`src/include/dduc_pkg.sv`:
```
// Shared constants and types of the dual converter update and reset control
package dduc_pkg;
	localparam int FRAME_BITS = 24;
	localparam int CNT_W = 5;
	localparam int DATA_W = 16;
	localparam int NUM_CH = 2;
	localparam int PIN_W = 6;
	localparam logic [CNT_W-1:0] FRAME_CNT = 5'h18;
	localparam logic [3:0] CMD_WR_IN = 4'h1;
	localparam logic [3:0] CMD_UPD = 4'h2;
	localparam logic [3:0] CMD_WR_UPD = 4'h3;
	localparam logic [3:0] CMD_MASK = 4'h5;
	localparam logic [3:0] CMD_SW_RST = 4'h6;
	localparam logic [3:0] CMD_REF = 4'h7;
	localparam int CH_A_BIT = 0;
	localparam int CH_B_BIT = 3;
	localparam int REF_BIT = 0;
	localparam logic [3:0] MASK_RST = 4'h0;
	localparam logic REF_ON_RST = 1'b1;
	// Pin bundle positions and reset levels of the pin synchroniser
	localparam int PIN_SCLK = 0;
	localparam int PIN_SYNC = 1;
	localparam int PIN_SDIN = 2;
	localparam int PIN_STROBE = 3;
	localparam int PIN_RESET_LEVEL_SELECT = 4;
	localparam int PIN_HWRST = 5;
	localparam logic [PIN_W-1:0] PIN_RST_VAL = 6'h0A;

	typedef struct packed {
		logic [3:0] cmd;
		logic [3:0] addr;
		logic [15:0] data;
	} dduc_frame_t;

	typedef enum logic [2:0] {
		ST_WAIT = 3'b001,
		ST_INIT = 3'b010,
		ST_RUN = 3'b100
	} dduc_state_t;
endpackage

```
`src/rtl/dduc_sync.sv`:
```
// Two-stage synchroniser for a bundle of pins
`timescale 1ns/1ps
module dduc_sync #(
	parameter int W = 6,
	parameter logic [W-1:0] RST_VAL = '0
) (
	input wire logic clk,
	input wire logic reset_n,
	input wire logic [W-1:0] pinIn,
	output logic [W-1:0] pinOut
);
	genvar i;
	generate
		for (i = 0; i < W; i++) begin : bitSync
			logic meta_r;
			logic stable_r;
			always_ff @(posedge clk or negedge reset_n) begin
				if (!reset_n) begin
					meta_r <= RST_VAL[i];
					stable_r <= RST_VAL[i];
				end else begin
					meta_r <= pinIn[i];
					stable_r <= meta_r;
				end
			end
			assign pinOut[i] = stable_r;
		end
	endgenerate
endmodule

```
`src/rtl/dduc_ctrl.sv`:
```
// Update, mask, reset and reference control of a dual-channel converter
`timescale 1ns/1ps
module dduc_ctrl #(
	parameter int DW = dduc_pkg::DATA_W
) (
	input wire logic clk,
	input wire logic reset_n,
	input wire logic sclk,
	input wire logic syncN,
	input wire logic sdin,
	input wire logic loadUpdateStrobeN,
	input wire logic resetLevelSelect,
	input wire logic hwResetN,
	output logic [DW-1:0] dacCodeA,
	output logic [DW-1:0] dacCodeB,
	output logic [3:0] updateMask,
	output logic refEnable,
	output logic ready
);
	import dduc_pkg::*;

	logic [PIN_W-1:0] pinRaw;
	logic [PIN_W-1:0] pinS;
	logic sclkS;
	logic syncS;
	logic sdinS;
	logic strobeNS;
	logic rstselS;
	logic hwRstNS;

	assign pinRaw = {hwResetN, resetLevelSelect, loadUpdateStrobeN, sdin, syncN, sclk};

	dduc_sync #(
		.W(PIN_W),
		.RST_VAL(PIN_RST_VAL)
	) pinSync (
		.clk(clk),
		.reset_n(reset_n),
		.pinIn(pinRaw),
		.pinOut(pinS)
	);

	assign sclkS = pinS[PIN_SCLK];
	assign syncS = pinS[PIN_SYNC];
	assign sdinS = pinS[PIN_SDIN];
	assign strobeNS = pinS[PIN_STROBE];
	assign rstselS = pinS[PIN_RESET_LEVEL_SELECT];
	assign hwRstNS = pinS[PIN_HWRST];

	// Edge detection on synchronised pins
	logic sclkPrev_r;
	logic syncPrev_r;
	logic strobePrev_r;
	logic sclkFall;
	logic syncRise;
	logic strobeFall;

	always_ff @(posedge clk or negedge reset_n) begin
		if (!reset_n) begin
			sclkPrev_r <= 1'b0;
			syncPrev_r <= 1'b1;
			strobePrev_r <= 1'b1;
		end else begin
			sclkPrev_r <= sclkS;
			syncPrev_r <= syncS;
			strobePrev_r <= strobeNS;
		end
	end

	assign sclkFall = sclkPrev_r & ~sclkS;
	assign syncRise = syncS & ~syncPrev_r;
	assign strobeFall = strobePrev_r & ~strobeNS;

	// Frame capture: shift on clock falling edges while sync is low
	logic [FRAME_BITS-1:0] shift_r;
	logic [FRAME_BITS-1:0] shift_nxt;
	logic [CNT_W-1:0] bitCnt_r;
	logic [CNT_W-1:0] bitCnt_nxt;
	dduc_frame_t frame;
	logic frameDone;

	assign shift_nxt = (!syncS && sclkFall) ? {shift_r[FRAME_BITS-2:0], sdinS} : shift_r;
	assign bitCnt_nxt = syncS ? '0 :
		((sclkFall && bitCnt_r != FRAME_CNT) ? bitCnt_r + 5'h01 : bitCnt_r);
	// Frame taken on sync rising edge after 24 or more bits
	assign frameDone = syncRise && (bitCnt_r == FRAME_CNT);
	assign frame = dduc_frame_t'(shift_r);

	always_ff @(posedge clk or negedge reset_n) begin
		if (!reset_n) begin
			shift_r <= '0;
			bitCnt_r <= '0;
		end else begin
			shift_r <= shift_nxt;
			bitCnt_r <= bitCnt_nxt;
		end
	end

	// Power-on sequencing
	dduc_state_t state_r;
	dduc_state_t state_nxt;
	logic running;
	logic initLoad;

	always_comb begin
		state_nxt = state_r;
		case (state_r)
			ST_WAIT: begin
				if (hwRstNS) begin
					state_nxt = ST_INIT;
				end
			end
			ST_INIT: begin
				state_nxt = ST_RUN;
			end
			ST_RUN: begin
				state_nxt = ST_RUN;
			end
			default: begin
				state_nxt = ST_WAIT;
			end
		endcase
	end

	always_ff @(posedge clk or negedge reset_n) begin
		if (!reset_n) begin
			state_r <= ST_WAIT;
		end else begin
			state_r <= state_nxt;
		end
	end

	assign running = (state_r == ST_RUN);
	assign initLoad = (state_r == ST_INIT);

	// Command decode
	logic frameExec;
	logic cmdMask;
	logic cmdSwRst;
	logic cmdRef;
	logic clearAll;
	logic hwRstLow;
	logic [DW-1:0] clrCode;
	logic [DW-1:0] midCode;

	assign frameExec = frameDone && running;
	assign cmdMask = frameExec && (frame.cmd == CMD_MASK);
	assign cmdSwRst = frameExec && (frame.cmd == CMD_SW_RST);
	assign cmdRef = frameExec && (frame.cmd == CMD_REF);
	assign hwRstLow = !hwRstNS;
	// Software reset or init loads power-on code
	assign clearAll = initLoad || cmdSwRst;
	assign midCode = {1'b1, {(DW-1){1'b0}}};
	assign clrCode = rstselS ? midCode : '0;

	// Mask and reference registers
	logic [3:0] mask_r;
	logic refEnable_r;
	logic ready_r;

	always_ff @(posedge clk or negedge reset_n) begin
		if (!reset_n) begin
			mask_r <= MASK_RST;
			refEnable_r <= REF_ON_RST;
			ready_r <= 1'b0;
		end else begin
			ready_r <= running;
			if (clearAll) begin
				mask_r <= MASK_RST;
				refEnable_r <= REF_ON_RST;
			end else begin
				if (cmdMask) begin
					mask_r <= frame.data[3:0];
				end
				if (cmdRef) begin
					refEnable_r <= ~frame.data[REF_BIT];
				end
			end
		end
	end

	// Per-channel input and output registers
	logic [DW-1:0] outCode [NUM_CH];
	logic [DW-1:0] inCode [NUM_CH];
	genvar ch;
	generate
		for (ch = 0; ch < NUM_CH; ch++) begin : chan
			// Channel A at bit 0, channel B at bit 3
			localparam int POS = (ch == 0) ? CH_A_BIT : CH_B_BIT;
			logic [DW-1:0] inReg_r;
			logic [DW-1:0] outReg_r;
			logic [DW-1:0] out_nxt;
			logic sel;
			logic wrIn;
			logic wrOut;
			logic strobeUpd;
			logic upd;

			assign sel = frameExec && frame.addr[POS];
			assign wrIn = sel && (frame.cmd == CMD_WR_IN || frame.cmd == CMD_WR_UPD);
			// Strobe low lets a write reach output
			assign wrOut = sel && ((frame.cmd == CMD_WR_IN && !strobeNS)
				|| frame.cmd == CMD_WR_UPD);
			// Unmasked falling edge in normal running
			assign strobeUpd = running && strobeFall && !mask_r[POS];
			assign upd = wrOut || (sel && frame.cmd == CMD_UPD) || strobeUpd;
			assign out_nxt = wrOut ? frame.data[DW-1:0] : inReg_r;

			always_ff @(posedge clk or negedge reset_n) begin
				if (!reset_n) begin
					inReg_r <= '0;
					outReg_r <= '0;
				end else if (clearAll || (running && hwRstLow)) begin
					// Clear and block while reset pin low
					inReg_r <= clrCode;
					outReg_r <= clrCode;
				end else begin
					if (wrIn) begin
						inReg_r <= frame.data[DW-1:0];
					end
					// Output changes only on an update
					if (upd) begin
						outReg_r <= out_nxt;
					end
				end
			end

			assign outCode[ch] = outReg_r;
			assign inCode[ch] = inReg_r;
		end
	endgenerate

	assign dacCodeA = outCode[0];
	assign dacCodeB = outCode[1];
	assign updateMask = mask_r;
	assign refEnable = refEnable_r;
	assign ready = ready_r;

	logic [DW-1:0] outA;
	logic [DW-1:0] inA;
	logic quietA;
	assign outA = outCode[0];
	assign inA = inCode[0];
	assign quietA = running && hwRstNS && !frameDone;
endmodule

```
`config.mk`:
```
export PLATFORM = sky130hd
export DESIGN_NAME = dduc_ctrl
export DESIGN_NICKNAME = d
export VERILOG_FILES = /design/src/include/dduc_pkg.sv /design/src/rtl/dduc_sync.sv /design/src/rtl/dduc_ctrl.sv
export SDC_FILE = /design/constraint.sdc
export NUM_CORES = 1
export LEC_CHECK = 0
export BUFFER_PORTS_ARGS = -buffer_cell sky130_fd_sc_hd__buf_2
export CAP_MARGIN = 15
export CORE_MARGIN = 2
export CORE_UTILIZATION = 59
export DETAILED_ROUTE_END_ITERATION = 8
export PLACE_DENSITY = 0.84
export SLEW_MARGIN = 20
export SYNTH_ARGS = -nofsm -noshare
export SYNTH_HDL_FRONTEND = slang
export SYNTH_SLANG_ARGS = --single-unit
export TNS_END_PERCENT = 5
```
`constraint.sdc`:
```
create_clock -name clk -period 2.5 [get_ports clk]
set_input_delay 0.5 -clock clk [delete_from_list [all_inputs] [get_ports clk]]
set_output_delay 0.5 -clock clk [all_outputs]
set_load 0.05 [all_outputs]
```
==> results.cfg, run 1 <==
[global_routing]
grt_pass1_vias = 3611
grt_first_pass_wirelength_mm = 18.05
grt_start_max_net_pins = 47
antenna_found_initial = 0
grt_use_total_pct = 26.70
gr-total-overflow = 0

[synth]
synth_compound_area_share_pct = 14.00
syn_inst = 435
synth.area.mux_share_pct = 10.99
ys_top_cells_by_count = dfrtp_1 (109), nand2_1 (71), a21oi_1 (54)
syn_area_per_cell_sq_um = 11.47
synth_ff_type = dfrtp_1
synth_top_area_cell = dfrtp_1
syn_area_sq_um = 4989
yosys-top-cells-area = dfrtp_1 (55%), mux2i_1 (6.0%), a21oi_1 (5.4%)
synth_seq_cells = 117
yosysMostFrequentCell = dfrtp_1
yosys.area.top_type_share_pct = 54.68
ys_warn_count = 0
synth_fa_ha_area_share_pct = 0.5016
synth-seq-area-share_pct = 58.89
synth-edff-count = 0
synthSimpleGateAreaFrac_pct = 10.96
syn_nets = 445
synth_top_family_by_area = compound AO/OA/AOI/OAI gates
synth_xor_area_share_pct = 0.8779
synth.distinct_cells = 46
async_flop_share_pct = 100.0

[worst_setup_path]
r2r-end = dacCodeB[15]$_DFFE_PN0P_
worst_ep_required_time_ns = 2.92
critPathLaunchType = flop
path_class = flop to flop
crit-reg2reg-launch = bitCnt_r[0]$_DFFE_PN0P_
critPathMaxFanout = 29
startpoint = bitCnt_r[0]$_DFFE_PN0P_
cp_data_arrival_time_ns = 2.85
cp-end-kind = flop
worst-r2r-cell-count = 7
ff2ff_setup_slack_ns = 0.07
crit_end = dacCodeB[15]$_DFFE_PN0P_

[placed_design]
dp_hpwl_mm = 6.516
gp_congestion = 0.8337
place_area_sq_um = 5328
port_buffers = 45
dp_slack_ns = 0.1440

[flow_run]
cap_violations = 0

[floorplan]
ios = 46
die_x_um = 95.95
row_count = 33
initial_core_util_pct = 60.71
dieHeight_um = 95.95
die_area_sq_um = 9206
core-area_sq_um = 8217

[finish]
n_antenna_cell = 0
fin_area_sq_um = 6011
drive_gt1_share_pct = 28.77
syn_to_final_growth_pct = 20.49
final_nets = 501

[timing]
rsz0062_at_grt = true
period_minus_slack_ns = 2.428
timing.final.ws_setup_ns = 0.07183
hold_viol = 0
setup_viol = 0
tightest_slew_ns = 0.7274
clock_skew_ns = 0.007940
post-route-period-util_pct = 97.13
drv_slew = 0
fmax_mhz = 411.8
slew_headroom_pct = 50.82

[pwr]
power_mw = 6.862
p_leak_nw = 3.005
power_density_nw_per_um2 = 1142
max-vdd-ir-drop_v = 0.0006097

[clock_tree]
cts-root-buf = clkbuf_8
cts-buffers-inserted = 17
clkLatencyLatePin_ns = 0.52
cts_buffer_depth = 2
cts_tree = done
post_cts_buffers = 0
cts.sinks = 117
clk_pin_slew_ns = 0.06
cts-htree-levels = 4

[route]
ant_nets = 0
avgViaCountPerCell = 6.110
drc_errors = 0
drt-total-wl_mm = 11.37
firstDrtPassIters = 6
wire_per_inst_um = 18.68
first_iter_violations = 384
num_vias = 3721

[status]
outcome = finished, final reports clean

[worst_hold_path]
hold_class = input pin to flop
hold-path-cell-count = 1
-- how the worst min path moves through the flow --
stage,to,start
after global routing,pinSync.bitSync[1].meta_r$_DFF_PN1_,syncN
after floorplan,bitCnt_r[0]$_DFFE_PN0P_,reset_n
after CTS,pinSync.bitSync[1].meta_r$_DFF_PN1_,syncN
after global placement,pinSync.bitSync[2].stable_r$_DFF_PN0_,pinSync.bitSync[2].meta_r$_DFF_PN0_
final,pinSync.bitSync[1].meta_r$_DFF_PN1_,syncN
after detailed placement,pinSync.bitSync[2].stable_r$_DFF_PN0_,pinSync.bitSync[2].meta_r$_DFF_PN0_
-- area by class of cell --
type	count	area [sq um]
Sequential cell	117	2938
Fill cell	538	2206
Multi-Input combinational cell	288	1891
Clock buffer	18	427.9
Timing Repair Buffer	61	375.4
Clock inverter	14	225.2
Tap cell	105	131.4
Inverter	6	22.52
-- layout by cell type, fill, tap and decap left out, drive strengths merged, types with 4 or more instances in the layout --
cell      n
a211oi    6
a21oi    55
a22o      4
a31oi     4
and3      4
buf      60
bufinv    5
clkbuf   18
clkinv    8
dfrtp   109
dfstp     8
inv       7
mux2     22
mux2i    30
nand2    73
nand3     5
nand4     4
nor2     16
nor2b     4
o21ai    31
xor2      4
-- worst max-delay path, stage by stage, from the launching register on --
cell      delay, ns
dfrtp_1        0.39
inv_1          0.10
ha_1           0.21
nand4b_4       0.18
nor3b_2        0.54
a41o_4         0.51
o21ai_0        0.18
o21ai_0        0.21
-- registers in the layout, indices dropped and copies added, names as in the netlist --
| name | cells |
|---|---|
| refEnable | 1 |
| state_r | 3 |
| updateMask | 4 |
| bitCnt_r | 5 |
| chan.inReg_r | 32 |
| ready | 1 |
| frame | 24 |
| sclkPrev_r | 1 |
| dacCodeA | 16 |
| pinSync.bitSync.stable_r | 6 |
| pinSync.bitSync.meta_r | 6 |
| syncPrev_r | 1 |
| dacCodeB | 16 |
| strobePrev_r | 1 |
-- routing by layer --
layer,track usage [%],vias to the layer above,share of wire (%)
met1,36.28,1836,42
met2,41.20,187,49
met5,0,-,0
met4,11.19,0,3.1
li1,-,1661,-
met3,6.813,37,6.2
-- what timing repair did --
action,CTS,global route
gates resized for setup,0,2
endpoints found under the setup margin,0,23
endpoints found under the hold margin,29,0
hold buffers,1,0
-- cells by family after synthesis --
family / after synthesis
AO/OA/AOI/OAI: 112
multiplexers: 52
adder cells (fa/ha/maj): 2
AND/OR/NAND/NOR: 117
buffers and inverters: 30
XOR/XNOR: 5
flip-flops: 117
-- metrics by stage --
step                setup TNS, ns  instances  hold WS, ns  utilization [%]
floorplan                       0        435       0.2044                -
global placement                0        576       0.3337            64.84
detailed placement              0        576       0.3347            64.84
CTS                             0        609      0.06457            72.91
global route             -0.06905        609      0.06001            73.15
finish                          0        609      0.08040            73.15
-- power by group --
| part | switching [mW] | total, mW | internal, mW |
|---|---|---|---|
| Combinational | 1.24 | 1.67 | 0.430 |
| Sequential | 0.301 | 2.54 | 2.24 |
| Clock | 0.893 | 2.65 | 1.76 |
Note: power is estimated with default switching activity, not from simulation.
==> run 2: changes to the inputs <==
- SETUP_SLACK_MARGIN: not set -> 0.2
==> run 2 against run 1 <==
Count of clock-buffer cells in the layout did not move. Wire length rose by 4.2%. Highest routed layer unchanged. Core utilization rose by 0.84 points. Global-route usage rose by 0.90 points. Register-to-register slack improved by 0.17 ns. Sequential share of layout area fell by 0.55 points. Sequential power barely moved. Fmax rose by 7.4%. Critical path type unchanged.
==> results.cfg, run 2 (synthesis gave the netlist of run 1 again) <==
[timing]
post-route-period-util_pct = 90.40
period_minus_slack_ns = 2.260
clock_skew_ns = 0.006732
fmax_mhz = 442.5
hold_viol = 0
slew_headroom_pct = 50.35
holdWs_ns = 0.07941
setup_viol = 0
drv_slew = 0
rsz0062_at_grt = true
timing.final.ws_setup_ns = 0.2400
tightest_slew_ns = 0.7419
fin_tns_setup_ns = 0

[floorplan]
dieHeight_um = 95.95
initial_core_util_pct = 60.71
die_x_um = 95.95
core-area_sq_um = 8217
ios = 46
die_area_sq_um = 9206
row_count = 33

[worst_setup_path]
cp_cell_sequence = or3b_4 > nor4b_1 > a41o_4 > o21ai_0 > o21ai_1
r2r-end = dacCodeA[15]$_DFFE_PN0P_
startpoint = state_r[1]$_DFFE_PN0P_
crit-reg2reg-launch = state_r[1]$_DFFE_PN0P_
critPathMaxFanout = 31
critPathLaunchType = flop
cp-end-kind = flop
cp_data_arrival_time_ns = 2.69
slowest_stage = nor4b_1
crit_end = dacCodeA[15]$_DFFE_PN0P_
worst_ep_required_time_ns = 2.93
worst-r2r-cell-count = 5
ff2ff_setup_slack_ns = 0.24
max_stage_delay_ns = 0.62
path_class = flop to flop

[route]
wl_met2_mm = 5.776
num_vias = 3769
top_layer = met4
firstDrtPassIters = 6
wire_per_inst_um = 19.37
drc_errors = 0
first_iter_violations = 421
met3WireLength_um = 851
drt-total-wl_mm = 11.85
wl_met1_mm = 4.910
ant_nets = 0
avgViaCountPerCell = 6.158

[pwr]
power_density_nw_per_um2 = 1130
max-vdd-ir-drop_v = 0.0006193
power_mw = 6.871
p_leak_nw = 3.036

[global_routing]
gr-total-overflow = 0
grt_start_max_net_pins = 47
grt_pass1_vias = 3667
antenna_found_initial = 0
grt_use_total_pct = 27.60
grt_first_pass_wirelength_mm = 18.69

[clock_tree]
clk_pin_slew_ns = 0.06
cts_buffer_depth = 2
cts-root-buf = clkbuf_8
cts.sinks = 117
clkLatencyLatePin_ns = 0.52
cts-htree-levels = 4
cts_tree = done
cts-buffers-inserted = 17

[finish]
final_common_cell = dfrtp_1
n_antenna_cell = 0
regMostFlops = chan.inReg_r
final_nets = 504
layout_common_cells = dfrtp_1 (109), nand2_1 (71), a21oi_1 (54)
syn_to_final_growth_pct = 21.87
drive_gt1_share_pct = 29.98
largest_register_ff_count = 32
fillers = 526
fin_area_sq_um = 6080

[placed_design]
dp_hpwl_mm = 6.516
port_buffers = 45
dp_slack_ns = 0.1440
gp_congestion = 0.8337
place_area_sq_um = 5328

[worst_hold_path]
hold_class = input pin to flop
holdCritStartpoint = syncN

[status]
outcome = finished, final reports clean

[flow_run]
cap_violations = 0
## run 2: how the worst min path moves through the flow
stage | to | slack (ns) | cells after the start
floorplan | bitCnt_r[0]$_DFFE_PN0P_ | 0.20 | 0
global placement | pinSync.bitSync[2].stable_r$_DFF_PN0_ | 0.33 | 0
detailed placement | pinSync.bitSync[2].stable_r$_DFF_PN0_ | 0.33 | 0
CTS | pinSync.bitSync[1].meta_r$_DFF_PN1_ | 0.06 | 1
global route | pinSync.bitSync[1].meta_r$_DFF_PN1_ | 0.06 | 1
finish | pinSync.bitSync[1].meta_r$_DFF_PN1_ | 0.08 | 1
## run 2: area by class of cell
cell class	instances	area [sq um]	share of cell area, %
Clock buffer	18	427.9	7.038
Clock inverter	14	225.2	3.704
Inverter	6	22.52	0.3704
Multi-Input combinational cell	289	1941	31.92
Sequential cell	117	2938	48.32
Tap cell	105	131.4	2.161
Timing Repair Buffer	63	394.1	6.483
## run 2: per-stage QoR
| stage | cells | util (%) |
|---|---|---|
| finish | 612 | 73.99 |
| global route | 612 | 73.99 |
| CTS | 609 | 73.15 |
| detailed placement | 576 | 64.84 |
| global placement | 576 | 64.84 |
| floorplan | 435 | - |
## run 2: report_power, final
part,internal (mW),switching [mW],total [mW]
Clock,1.76,0.887,2.64
Sequential,2.24,0.306,2.55
Combinational,0.433,1.25,1.68
Total,4.43,2.44,6.87
## run 2: per-layer routing
layer | vias up | track usage (%)
met5 | - | 0
met3 | 33 | 6.969
met2 | 196 | 42.54
met1 | 1876 | 37.34
li1 | 1664 | -
met4 | 0 | 12.14
## run 2: critical path: cells and delay by family (launching register included)
kind | cells | cell delay (ns)
AND/OR/NAND/NOR | 2 | 1.05
AO/OA/AOI/OAI | 3 | 0.71
flip-flops | 1 | 0.41
## run 2: what timing repair did
| action | in CTS | in global routing |
|---|---|---|
| hold buffers | 1 | 0 |
| hold endpoints to repair | 29 | 0 |
| gates resized for setup | 2 | 9 |
| endpoints found under the setup margin | 25 | 38 |
| cloned | 0 | 1 |
| setup buffers | 0 | 2 |
| pin swaps | 0 | 3 |
==> run 3: changes to the inputs <==
- clock period: 2.5 -> 2.3 ns (I/O delays scaled with it)
==> run 3 against run 2 <==
Sequential power increased by 8.2%. Clock skew about the same. Via count down 1.6%. Non-clock buffer count up 3. Count of clock-buffer cells in the layout rose by 1. Worst hold slack worse by 0.039 ns. Sequential share of layout area shrank 0.54 points. Register-to-register slack worse by 0.09 ns.
==> results.cfg, run 3 (synthesis gave the netlist of run 1 again) <==
[status]
outcome = finished, final reports clean

[worst_setup_path]
ff2ff_setup_slack_ns = 0.15
worst_ep_required_time_ns = 2.70
cp-end-kind = flop
cp_data_arrival_time_ns = 2.55
critPathLaunchType = flop
path_class = flop to flop
critPathMaxFanout = 7

[clock_tree]
cts_tree = done
clk_pin_slew_ns = 0.06
cts-htree-levels = 4
cts-buffers-inserted = 17
cts-root-buf = clkbuf_8
cts_buffer_depth = 2
clkLatencyLatePin_ns = 0.52
cts.sinks = 117

[finish]
syn_to_final_growth_pct = 23.25
final_common_cell = dfrtp_1
regMostFlops = chan.inReg_r
layout_common_cells = dfrtp_1 (109), nand2_1 (71), a21oi_1 (54)
drive_gt1_share_pct = 31.04
fin_area_sq_um = 6148
final_util_pct = 74.83
final_nets = 506
n_antenna_cell = 0
largest_register_ff_count = 32
multi_input_area_sq_um = 1946
seq_area_sq_um = 2938
fillers = 521

[pwr]
max-vdd-ir-drop_v = 0.0009743
power_density_nw_per_um2 = 1189
p_leak_nw = 3.029

[route]
ant_nets = 0
drt-total-wl_mm = 12.10
first_iter_violations = 401
wire_per_inst_um = 19.71
avgViaCountPerCell = 6.037
num_vias = 3707
drc_errors = 0
firstDrtPassIters = 5

[placed_design]
place_area_sq_um = 5345
gp_congestion = 0.8402
port_buffers = 45
dp_hpwl_mm = 6.543

[timing]
holdWs_ns = 0.04079
fin_tns_setup_ns = 0
tightest_slew_ns = 0.5952
slew_headroom_pct = 59.76
period_minus_slack_ns = 2.149
rsz0062_at_grt = true
clock_skew_ns = 0.007040
hold_viol = 0
drv_slew = 0
setup_viol = 0
post-route-period-util_pct = 93.43
fmax_mhz = 465.4

[flow_run]
cap_violations = 0

[floorplan]
initial_core_util_pct = 60.71
dieHeight_um = 95.95
ios = 46
row_count = 33
die_area_sq_um = 9206
core-area_sq_um = 8217
die_x_um = 95.95

[global_routing]
use_met3_pct = 6.969
grt_first_pass_wirelength_mm = 18.04
grt_pass1_vias = 3641
gr-total-overflow = 0
grt_use_total_pct = 26.46
grt_start_max_net_pins = 40
antenna_found_initial = 0
grt_util_met1_pct = 35.14
top_usage_layer = met2
use_met2_pct = 41.43

[worst_hold_path]
hold_class = input pin to flop
run 3: what timing repair did:
| item | in CTS | in global routing |
|---|---|---|
| pin swaps | 1 | 10 |
| setup endpoints to repair | 33 | 68 |
| gates cloned | 0 | 2 |
| hold endpoints to repair | 34 | 0 |
| hold buffers | 1 | 0 |
| buffers inserted | 1 | 3 |
| gates resized for setup | 8 | 13 |
run 3: area by class of cell:
type                            count  area share (%)
Sequential cell                   117           47.78
Multi-Input combinational cell    288           31.64
Inverter                            6          0.3663
Tap cell                          105           2.137
Clock inverter                     13           2.951
Timing Repair Buffer               66           8.099
Clock buffer                       19           7.021
run 3: routing by layer:
| metal | wire [um] | vias to the layer above |
|---|---|---|
| li1 | - | 1670 |
| met1 | 4919 | 1822 |
| met2 | 5992 | 184 |
| met3 | 851 | 31 |
| met4 | 337 | 0 |
| met5 | 0 | - |
run 3: worst max-delay path, cell delays in order, from the launching register on:
cell and delay, ns:
dfrtp_1 0.41, inv_2 0.10, ha_4 0.14, nand4b_4 0.16, a2111oi_4 0.49, nand2_2 0.19
clkbuf_16 0.22, mux2i_1 0.21, a21oi_1 0.10
run 3: path summary, 6_finish.rpt:
path	startpoint	end	cells after the start
max in group asynchronous	reset_n	dacCodeB[4]$_DFFE_PN0P_	3
min in group asynchronous	reset_n	pinSync.bitSync[0].meta_r$_DFF_PN0_	2
hold reg to reg	pinSync.bitSync[2].meta_r$_DFF_PN0_	pinSync.bitSync[2].stable_r$_DFF_PN0_	0
setup reg to reg	bitCnt_r[0]$_DFFE_PN0P_	dacCodeB[9]$_DFFE_PN0P_	8
setup / recovery	bitCnt_r[0]$_DFFE_PN0P_	dacCodeB[9]$_DFFE_PN0P_	8
hold / removal	syncN	pinSync.bitSync[1].meta_r$_DFF_PN1_	1
run 3: per-stage QoR:
step | total power [mW] | std cells | setup slack [ns]
final | 7.313 | 614 | 0.1511
after global routing | 7.611 | 614 | 0.09409
after CTS | 7.261 | 609 | 0.1620
after detailed placement | 4.556 | 575 | 0.1352
after global placement | 4.511 | 575 | 0.2241
after floorplan | 4.050 | 435 | 0.3219
run 3: power breakdown:
part | internal (mW) | switching, mW
Combinational | 0.490 | 1.36
Clock | 1.78 | 0.919
Sequential | 2.43 | 0.327
